### src/design/scd_pkg.sv
// Shared constants for the system clock select and divider block
package scd_pkg;
  // ----------------------------------------------------------------
  // Register map
  // ----------------------------------------------------------------
  localparam logic [7:0] SEL_ADDR = 8'hA9;
  localparam int READY_BIT = 7;
  localparam int DIV_LSB = 4;
  localparam int DIV_MSB = 6;
  localparam int UNUSED_BIT = 3;
  localparam int SRC_LSB = 0;
  localparam int SRC_MSB = 2;
  // ----------------------------------------------------------------
  // Field widths, codes and reset values
  // ----------------------------------------------------------------
  localparam int DIV_W = 3;
  localparam int SRC_W = 3;
  localparam int CNT_W = 7;
  localparam logic [CNT_W-1:0] CNT_MAX = 7'h7F;
  localparam logic [DIV_W-1:0] DIV_RESET = 3'h3;
  localparam logic [SRC_W-1:0] SRC_PRECISION = 3'h0;
  localparam logic [SRC_W-1:0] SRC_EXTERNAL = 3'h1;
  localparam logic [SRC_W-1:0] SRC_RTC = 3'h3;
  localparam logic [SRC_W-1:0] SRC_LOWPOWER = 3'h4;
  localparam logic [SRC_W-1:0] SRC_RESET = SRC_LOWPOWER;
  localparam logic READY_RESET = 1'b0;
  // ----------------------------------------------------------------
  // Source switch states
  // ----------------------------------------------------------------
  typedef enum logic [1:0] {
    SW_RUN = 2'b01,
    SW_SWAP = 2'b10
  } scd_swap_state_t;
endpackage

### src/design/scd_div_if.sv
// Carrier between the clock select logic and the divider
`timescale 1ns/1ps
interface scd_div_if;
  logic tick;
  logic load;
  logic [scd_pkg::DIV_W-1:0] div_code;
  logic sys_tick;
  logic ready;
  modport ctrl (output tick, output load, output div_code, input sys_tick, input ready);
  modport div (input tick, input load, input div_code, output sys_tick, output ready);
endinterface

### src/design/scd_clock_select.sv
// Top of the system clock source select and divider block
//
// Operation
// - Divide field divides source by 1 to 128
// - New divisor applied within 128 source cycles
// - Bit 7 ready: 0 pending, 1 applied
// - Source switch effective after slower oscillator period
// - Source codes 000,001,011,100; others reserved
// - Bit 3 reads zero; software writes zero
// - Register at address A9 on every page
//
// Ticks stand in for oscillator edges; the core clock must run
// faster than every source, or edges are lost.
// Reserved source codes read back but never steer the clock.
// Divisor swaps wait for the counter wrap, so no short period appears.
// Ticks arriving while CE is low are lost; the sources do not pause with it.
`timescale 1ns/1ps
module scd_clock_select (
  input wire logic CLOCK, // Core clock, 25 MHz
  input wire logic RST, // Async reset, high
  input wire logic CE, // Clock enable, freezes state when low
  input wire logic [7:0] SFR_ADDR, // Register address
  input wire logic SFR_WR, // Write strobe
  input wire logic SFR_RD, // Read strobe
  input wire logic [7:0] SFR_WDATA, // Write data
  output logic [7:0] SFR_RDATA, // Read data, one cycle after strobe
  input wire logic PRECISION_TICK, // Precision internal oscillator edge
  input wire logic EXTERNAL_TICK, // External oscillator edge
  input wire logic RTC_TICK, // Real-time-clock oscillator edge
  input wire logic LOWPOWER_TICK, // Low-power oscillator edge
  output logic SYSCLK_TICK, // Divided system clock edge
  output logic [2:0] SOURCE_ACTIVE, // Source code now in use
  output logic SOURCE_SWITCHING // Source change in progress
);
  scd_div_if dif ();

  logic [scd_pkg::DIV_W-1:0] divide_select;
  logic [scd_pkg::DIV_W-1:0] next_divide_select;
  logic [scd_pkg::SRC_W-1:0] source_select;
  logic [scd_pkg::SRC_W-1:0] next_source_select;
  logic [scd_pkg::SRC_W-1:0] active_src;
  logic [scd_pkg::SRC_W-1:0] next_active_src;
  logic [scd_pkg::SRC_W-1:0] target_src;
  logic [scd_pkg::SRC_W-1:0] next_target_src;
  scd_pkg::scd_swap_state_t state;
  scd_pkg::scd_swap_state_t next_state;
  logic seen_old;
  logic next_seen_old;
  logic seen_new;
  logic next_seen_new;
  logic [7:0] rdata;
  logic [7:0] next_rdata;
  logic load;
  logic next_load;
  logic hit;
  logic wr_hit;
  logic old_tick;
  logic new_tick;
  logic [7:0] reg_value;

  // ----------------------------------------------------------------
  // Oscillator tick selection
  // ----------------------------------------------------------------
  function automatic logic pick_tick(input logic [scd_pkg::SRC_W-1:0] code,
                                     input logic p, input logic e,
                                     input logic r, input logic l);
    case (code)
      scd_pkg::SRC_PRECISION: pick_tick = p;
      scd_pkg::SRC_EXTERNAL: pick_tick = e;
      scd_pkg::SRC_RTC: pick_tick = r;
      scd_pkg::SRC_LOWPOWER: pick_tick = l;
      default: pick_tick = 1'b0;
    endcase
  endfunction

  function automatic logic src_valid(input logic [scd_pkg::SRC_W-1:0] code);
    case (code)
      scd_pkg::SRC_PRECISION,
      scd_pkg::SRC_EXTERNAL,
      scd_pkg::SRC_RTC,
      scd_pkg::SRC_LOWPOWER: src_valid = 1'b1;
      default: src_valid = 1'b0;
    endcase
  endfunction

  // ----------------------------------------------------------------
  // Register access
  // ----------------------------------------------------------------
  always_comb begin
    // No page decode at all, so the register answers on every page
    hit = (SFR_ADDR == scd_pkg::SEL_ADDR);
    wr_hit = SFR_WR && hit;
    reg_value = 8'h00;
    reg_value[scd_pkg::READY_BIT] = dif.ready;
    reg_value[scd_pkg::DIV_MSB:scd_pkg::DIV_LSB] = divide_select;
    reg_value[scd_pkg::SRC_MSB:scd_pkg::SRC_LSB] = source_select;
    // Idle read data is zero, so a shared read bus can simply OR sources
    if (SFR_RD && hit) begin
      next_rdata = reg_value;
    end else begin
      next_rdata = 8'h00;
    end
    next_divide_select = divide_select;
    next_source_select = source_select;
    next_load = 1'b0;
    if (wr_hit) begin
      // Written bit 3 and bit 7 are dropped
      next_divide_select = SFR_WDATA[scd_pkg::DIV_MSB:scd_pkg::DIV_LSB];
      next_source_select = SFR_WDATA[scd_pkg::SRC_MSB:scd_pkg::SRC_LSB];
      next_load = 1'b1;
    end
  end

  always_ff @(posedge CLOCK or posedge RST) begin
    if (RST) begin
      divide_select <= scd_pkg::DIV_RESET;
      source_select <= scd_pkg::SRC_RESET;
      rdata <= 8'h00;
      load <= 1'b0;
    end else if (CE) begin
      divide_select <= next_divide_select;
      source_select <= next_source_select;
      rdata <= next_rdata;
      load <= next_load;
    end
  end

  // ----------------------------------------------------------------
  // On-the-fly source switch
  // ----------------------------------------------------------------
  always_comb begin
    old_tick = pick_tick(active_src, PRECISION_TICK, EXTERNAL_TICK,
                         RTC_TICK, LOWPOWER_TICK);
    new_tick = pick_tick(target_src, PRECISION_TICK, EXTERNAL_TICK,
                         RTC_TICK, LOWPOWER_TICK);
    next_state = state;
    next_active_src = active_src;
    next_target_src = target_src;
    next_seen_old = seen_old;
    next_seen_new = seen_new;
    case (state)
      scd_pkg::SW_RUN: begin
        next_seen_old = 1'b0;
        next_seen_new = 1'b0;
      end
      scd_pkg::SW_SWAP: begin
        // One edge of each oscillator spans a full period of the slower one
        if ((seen_old || old_tick) && (seen_new || new_tick)) begin
          next_active_src = target_src;
          next_state = scd_pkg::SW_RUN;
        end else begin
          next_seen_old = seen_old || old_tick;
          next_seen_new = seen_new || new_tick;
        end
      end
      default: next_state = scd_pkg::SW_RUN;
    endcase
    // Reserved codes are stored but never steer the clock
    if (load && src_valid(source_select)) begin
      next_target_src = source_select;
      next_seen_old = 1'b0;
      next_seen_new = 1'b0;
      next_state = (source_select == active_src) ? scd_pkg::SW_RUN : scd_pkg::SW_SWAP;
    end
  end

  always_ff @(posedge CLOCK or posedge RST) begin
    if (RST) begin
      state <= scd_pkg::SW_RUN;
      active_src <= scd_pkg::SRC_RESET;
      target_src <= scd_pkg::SRC_RESET;
      seen_old <= 1'b0;
      seen_new <= 1'b0;
    end else if (CE) begin
      state <= next_state;
      active_src <= next_active_src;
      target_src <= next_target_src;
      seen_old <= next_seen_old;
      seen_new <= next_seen_new;
    end
  end

  // ----------------------------------------------------------------
  // Divider and outputs
  // ----------------------------------------------------------------
  // Undivided tick keeps the old source until the swap completes
  assign dif.tick = old_tick;
  assign dif.load = load;
  assign dif.div_code = divide_select;

  scd_divider u_div (
    .clk(CLOCK),
    .rst(RST),
    .ce(CE),
    .dv(dif.div)
  );

  assign SFR_RDATA = rdata;
  assign SYSCLK_TICK = dif.sys_tick;
  assign SOURCE_ACTIVE = active_src;
  assign SOURCE_SWITCHING = (state == scd_pkg::SW_SWAP);
endmodule // scd_clock_select

### src/design/scd_divider.sv
// Power-of-two divider of the undivided source tick stream
`timescale 1ns/1ps
module scd_divider (
  input wire logic clk, // Core clock
  input wire logic rst, // Async reset, high
  input wire logic ce, // Clock enable
  scd_div_if.div dv // Tick in, divided tick and ready out
);
  logic [scd_pkg::CNT_W-1:0] cnt;
  logic [scd_pkg::CNT_W-1:0] next_cnt;
  logic [scd_pkg::DIV_W-1:0] cur_div;
  logic [scd_pkg::DIV_W-1:0] next_cur_div;
  logic [scd_pkg::DIV_W-1:0] pend_div;
  logic [scd_pkg::DIV_W-1:0] next_pend_div;
  logic pending;
  logic next_pending;
  logic sys_tick;
  logic next_sys_tick;
  logic [scd_pkg::CNT_W-1:0] mask;
  logic boundary;

  // ----------------------------------------------------------------
  // Next state
  // ----------------------------------------------------------------
  always_comb begin
    mask = scd_pkg::CNT_W'(~(8'hFF << cur_div));
    boundary = dv.tick && (cnt == scd_pkg::CNT_MAX);
    next_cnt = dv.tick ? cnt + 7'h01 : cnt;
    next_sys_tick = dv.tick && ((cnt & mask) == mask);
    next_cur_div = cur_div;
    next_pend_div = pend_div;
    next_pending = pending;
    // Swap only where every divisor is phase aligned, so no short pulse
    if (boundary && pending) begin
      next_cur_div = pend_div;
      next_pending = 1'b0;
    end
    // A fresh write wins: it is not yet applied even if a swap just happened
    if (dv.load) begin
      next_pend_div = dv.div_code;
      next_pending = 1'b1;
    end
  end

  // ----------------------------------------------------------------
  // Registers
  // ----------------------------------------------------------------
  always_ff @(posedge clk or posedge rst) begin
    if (rst) begin
      cnt <= 7'h00;
      cur_div <= scd_pkg::DIV_RESET;
      pend_div <= scd_pkg::DIV_RESET;
      pending <= 1'b1;
      sys_tick <= 1'b0;
    end else if (ce) begin
      cnt <= next_cnt;
      cur_div <= next_cur_div;
      pend_div <= next_pend_div;
      pending <= next_pending;
      sys_tick <= next_sys_tick;
    end
  end

  assign dv.sys_tick = sys_tick;
  assign dv.ready = ~pending;
endmodule // scd_divider

### config.mk
export PLATFORM = sky130hd
export DESIGN_NAME = scd_clock_select
export DESIGN_NICKNAME = d
export VERILOG_FILES = /design/src/design/scd_pkg.sv /design/src/design/scd_div_if.sv /design/src/design/scd_clock_select.sv /design/src/design/scd_divider.sv
export SDC_FILE = /design/constraint.sdc
export NUM_CORES = 1
export LEC_CHECK = 0
export CAP_MARGIN = 20
export CORE_MARGIN = 3
export CORE_UTILIZATION = 55
export CTS_CLUSTER_SIZE = 40
export DETAILED_ROUTE_END_ITERATION = 10
export DONT_BUFFER_PORTS = 1
export GPL_TIMING_DRIVEN = 1
export PLACE_DENSITY = 0.7
export SLEW_MARGIN = 20
export SYNTH_ARGS = -nofsm -noshare
export SYNTH_HDL_FRONTEND = slang
export SYNTH_SLANG_ARGS = --single-unit
### constraint.sdc
create_clock -name CLOCK -period 4.3 [get_ports CLOCK]
set_clock_uncertainty 0.2 [all_clocks]
set_input_delay 0.43 -clock CLOCK [delete_from_list [all_inputs] [get_ports CLOCK]]
set_output_delay 0.43 -clock CLOCK [all_outputs]
set_load 0.02 [all_outputs]
== Word-level counts from Yosys, hierarchy flattened ==
Cells that the tools add are included.

* Add/sub/neg operators: 1
* Equality and inequality tests: 18
* Shift-type cells: 1
* Mux-type cells: 17
* Bitwise logic cells: 3
* Reduce and logical (&&, ||, !) cells: 24

{| class="wikitable"
|+ Operators by type and width
! operator !! number
|-
| AND reduction 2 bit || 6
|-
| equality test 3 x 1 -> 1 bit, second input constant || 3
|-
| equality test 3 x 2 -> 1 bit, second input constant || 3
|-
| equality test 3 bit, second input constant || 3
|-
| zero test 3 bit || 3
|-
| AND reduction 3 bit || 3
|-
| equality test 8 bit, second input constant || 1
|-
| two-way mux 1 bit || 8
|-
| two-way mux 8 bit || 1
|-
| case mux 1 bit (4 select lines) || 2
|-
| left shift 8 x 3 -> 7 bit, first input constant || 1
|-
| adder 7 x 1 -> 7 bit, second input constant || 1
|-
| AND 7 bit || 1
|-
| equality test 7 bit || 1
|-
| equality test 7 bit, second input constant || 1
|-
| logical AND 1 bit || 7
|-
| inverter 7 bit || 1
|-
| two-way mux 2 bit || 3
|-
| case mux 1 bit (2 select lines) || 2
|-
| case mux 2 bit (2 select lines) || 1
|-
| OR reduction 4 bit || 1
|-
| equality test 3 bit || 1
|-
| inequality test 3 x 1 -> 1 bit, second input constant || 1
|-
| inequality test 3 x 2 -> 1 bit, second input constant || 1
|-
| other kinds (7) || 8
|}

* Register bits: 40

== Depth between registers and ports, before layout ==
* Depth in word-level cells: 7
* Mapped depth: 6

== By module ==
Synthesis repeated with hierarchy kept, for this count alone.

* Cell total of the unflattened synthesis: 174
* Area, all modules: 1,969.4 um^2

{| class="wikitable"
|+ By module, submodules not included
! module !! times used !! cells each !! area each (um^2) !! seq. area each (um^2)
|-
| scd_clock_select || 1 || 118 || 1,276.2 || 608.1
|-
| scd_divider || 1 || 56 || 693.2 || 381.6
|}

== Worst setup path after synthesis ==
No wires, ideal clock.

* Path kind: reg-to-reg
* Start point: register active_src (netlist bit SOURCE_ACTIVE[2])
* End point: register u_div.cur_div[2] in the netlist's numbering
* Arrival: 1,588 ps
* Required time: 3,975 ps
* Slack: 2,387 ps
* Cell stages (with the launch flop): 7
* Cells stage by stage: dfstp_2 nor3_1 a21oi_1 and3_1 buf_6 nand4_4 mux2_4

* Word-level cells in the longest chain between the ends: 5
* Elaborated cells on any way between the ends: 8
* Classes of those cells: eq/ne: 3; mux: 1; reduce/logical: 4

{| class="wikitable"
|+ Ends and longest elaborated chain
! what !! line !! text
|-
| start: declaration || scd_clock_select.sv:41 || <nowiki>logic [scd_pkg::SRC_W-1:0] active_src;</nowiki>
|-
| start signal: assignment || scd_clock_select.sv:170 || <nowiki>active_src <= scd_pkg::SRC_RESET;</nowiki>
|-
| start signal: assignment || scd_clock_select.sv:176 || <nowiki>active_src <= next_active_src;</nowiki>
|-
| equality test 3 bit, or another cell as far along || scd_clock_select.sv:67 || <nowiki>case (code)</nowiki>
|-
| case mux 1 bit (4 select lines) * || scd_clock_select.sv:67 ||
|-
| logical AND 1 bit * || scd_divider.sv:27 || <nowiki>boundary = dv.tick && (cnt == scd_pkg::CNT_MAX);</nowiki>
|-
| logical AND 1 bit * || scd_divider.sv:34 || <nowiki>if (boundary && pending) begin</nowiki>
|-
| AND reduction 2 bit (no line) * || n/a ||
|-
| end signal: assignment || scd_divider.sv:51 || <nowiki>cur_div <= scd_pkg::DIV_RESET;</nowiki>
|-
| end signal: assignment || scd_divider.sv:57 || <nowiki>cur_div <= next_cur_div;</nowiki>
|-
| end: declaration || scd_divider.sv:11 || <nowiki>logic [scd_pkg::DIV_W-1:0] cur_div;</nowiki>
|}

Every way passes the cells marked *; elsewhere a longest branch is shown, timed or not.
A chain may end at the register's enable or synchronous reset.

== Worst setup path in the final report ==
Same ends and word-level chain as after synthesis.

==> flow_summary.json <==
{
  "status": "completed",
  "drt_iter0_drc": 63,
  "power_frac_comb": 0.143,
  "synth.avg_cell_area_um2": 12.2,
  "synth_seq_area_share": 0.529,
  "rr_worst_depth": 5,
  "grt.overflow.total": 0,
  "ctsRootBufferMaster": "clkbuf_4",
  "grt_pass1_vias": 1284,
  "switching_share": 0.287,
  "required_ns": 4.35,
  "crit_path_start_kind": "register",
  "fmax_ghz": 0.453,
  "cap_violations": 0,
  "die_area_um2": 4130,
  "hold_end": "source_select[1]$_DFFE_PP0P_",
  "multi_input_area_um2": 825,
  "ys_types": 42,
  "cp_top_family": "simple AND/OR/NAND/NOR gates",
  "synth-async-reset-ratio": 1.00,
  "drive_gt1_frac": 0.281,
  "nNetsFinal": 187,
  "grt_antenna_before_repair": 0,
  "grt_util_all_layers": 0.194,
  "holdPathStages": 1,
  "crit_fanout": 10,
  "cts.path.max_buffers": 2,
  "post_drt_wl_per_cell_um": 17.4,
  "ios": 38,
  "grt_first_pass_wirelength_mm": 6.13,
  "fill_cells": 263,
  "synth_nets": 181,
  "synth_area_um2": 1870,
  "port_buffers": 0,
  "die_y_um": 64.3,
  "finalSetupViolCount": 0,
  "holdWs_ns": 0.0363,
  "grt_max_degree": 40,
  "synth_cells": 153,
  "cts_buffers": 5,
  "r2r-start": "SOURCE_ACTIVE[2]$_DFFE_PP1P_",
  "path_buf_inv": 0,
  "rsz0062_at_grt": "false",
  "rr_endpoint": "u_div.cur_div[2]$_DFFE_PP0P_",
  "layout_common_cells": "dfrtp_1 (28), mux2_2 (16), dfstp_2 (11)",
  "period_share": 0.514,
  "drc_errors": 0,
  "layout_commonest_cell": "dfrtp_1",
  "ys_warn_count": 0,
  "vdd_drop_max_mv": 0.235,
  "path_class": "reg -> reg",
  "die_x_um": 64.3,
  "clk_latency_ns": 0.34,
  "intPower_mw": 0.553,
  "finalPower_mw": 0.775,
  "first_pass_iters": 4,
  "finalHoldViolations": 0,
  "via_per_inst": 5.99,
  "initial_core_util": 0.593,
  "ctsHoldBuffers": 2,
  "crit_path_top_delay_cell": "dfstp_2",
  "synth_edf_count": 0,
  "synth-main-ff-cell": "dfrtp_1",
  "seq_area_um2": 990,
  "rows": 20,
  "slowest_delay_ns": 0.66,
  "vias": 1221,
  "area_growth_pct": 6.76,
  "cts_tree": "built",
  "antenna_cells": 0,
  "core_um2": 3150,
  "postRouteAntennaNets": 0,
  "cts.sinks": 39,
  "hold_path_class": "in -> reg",
  "critPathArrivalTime_ns": 2.25,
  "post_cts_buffers": 0,
  "reg2reg_slack_ns": 2.09,
  "path_cells": "nor3_1 -> a21oi_1 -> and3_1 -> nand4_4 -> mux2_4",
  "cellPowerDensity_nw_per_um2": 388,
  "switchingPower_mw": 0.222,
  "cts_resized": 0,
  "ys_ff_latch": 39,
  "fin_crit_ns": 2.21,
  "routed_wirelength_mm": 3.54,
  "clkTransAtPathRegs_ns": 0.13,
  "end_kind": "register",
  "hp-start": "SFR_WDATA[1]",
  "final.setup.tns_ns": 0,
  "htree_levels": 2,
  "power_frac_clock": 0.276,
  "p_leak_nw": 0.883,
  "dpl.hpwl_mm": 2.62,
  "seq_power_share": 0.581,
  "slew_viol_final": 0,
  "gp_congestion": 0.833
}
[state kept, by name (all words and copies together) (netlist names), 3 cells and up]
register and flops:
SFR_RDATA 7, source_select 3, u_div.cnt 7, u_div.cur_div 3, dif.div_code 3, u_div.pend_div 3, SOURCE_ACTIVE 3, target_src 3
[cell type report]
class	count	share of cell area
sequential	39	0.496
multi-input combinational	103	0.413
clock buffer	7	0.0326
tap	44	0.0276
timing repair buffer	3	0.0138
inverter	7	0.0132
clock inverter	1	0.00376
[power by group through the flow]
stage               sequential (mW)  clock, mW  combinational [mW]
finish                        0.450      0.214               0.111
global route                  0.459      0.240               0.126
CTS                           0.450      0.220               0.112
detailed placement            0.456          0               0.110
global placement              0.453          0               0.101
floorplan                     0.445          0              0.0916
[through the flow]
| step | instances | setup WS, ns | util | area [um^2] |
|---|---|---|---|---|
| final | 204 | 2.09 | 0.633 | 2000 |
| after global routing | 204 | 1.98 | 0.633 | 2000 |
| after CTS | 204 | 2.08 | 0.633 | 2000 |
| after detailed placement | 194 | 2.09 | 0.604 | 1900 |
| after global placement | 194 | 2.12 | 0.604 | 1900 |
| after floorplan | 153 | 2.39 | - | 1870 |
[worst reg2reg max path: cells and delay by family (launching register included)]
family | cells | cell delay (ns)
AND/OR/NAND/NOR | 3 | 0.75
flip-flops | 1 | 0.66
multiplexers | 1 | 0.32
AO/OA/AOI/OAI | 1 | 0.19
[how the worst max path moves through the flow]
stage | cells past startpoint | end | from | slack, ns
after floorplan | 6 | u_div.cur_div[2]$_DFFE_PP0P_ | SOURCE_ACTIVE[2]$_DFFE_PP1P_ | 2.39
after global placement | 5 | u_div.cur_div[2]$_DFFE_PP0P_ | SOURCE_ACTIVE[2]$_DFFE_PP1P_ | 2.12
after detailed placement | 5 | u_div.cur_div[2]$_DFFE_PP0P_ | SOURCE_ACTIVE[2]$_DFFE_PP1P_ | 2.09
after CTS | 5 | u_div.cur_div[2]$_DFFE_PP0P_ | SOURCE_ACTIVE[2]$_DFFE_PP1P_ | 2.08
after global routing | 5 | u_div.cur_div[2]$_DFFE_PP0P_ | SOURCE_ACTIVE[2]$_DFFE_PP1P_ | 1.98
final | 5 | u_div.cur_div[2]$_DFFE_PP0P_ | SOURCE_ACTIVE[2]$_DFFE_PP1P_ | 2.09
[synthesized netlist by cell type (3+ instances only)]
master	count	share of area
ha_1	3	0.020
nand2_1	5	0.010
inv_1	6	0.012
nor3_1	3	0.0080
and2_1	3	0.010
mux2_4	3	0.024
a22o_1	7	0.033
dfstp_2	11	0.15
xnor2_1	9	0.042
a21oi_1	9	0.024
o21ai_0	6	0.016
mux2_2	16	0.096
nand4_1	4	0.013
and3_1	4	0.013
nor2_1	6	0.012
dfrtp_1	28	0.37
[routing by layer]
| layer | routed length, um | up-vias | track usage |
|---|---|---|---|
| met2 | 1720 | 45 | 0.309 |
| met1 | 1550 | 602 | 0.238 |
| met4 | 57 | 0 | 0.0792 |
| met5 | 0 | - | 0 |
| met3 | 215 | 6 | 0.0703 |
| li1 | - | 568 | - |
[cells by family (layout without fill, tap and decap cells)]
kind of cell | count (synthesis) | count (layout) | share of synthesized area
xor gates and xnor gates | 9 | 9 | 0.0422
and+or+nand+nor | 34 | 34 | 0.114
adders and majority gates | 3 | 3 | 0.0201
AOI/OAI and AO/OA | 36 | 36 | 0.137
DFF | 39 | 39 | 0.529
other | 1 | 1 | 0.00201
buffers and inverters | 11 | 18 | 0.0294
muxes | 20 | 20 | 0.126
(Power assumes the default switching activity.)
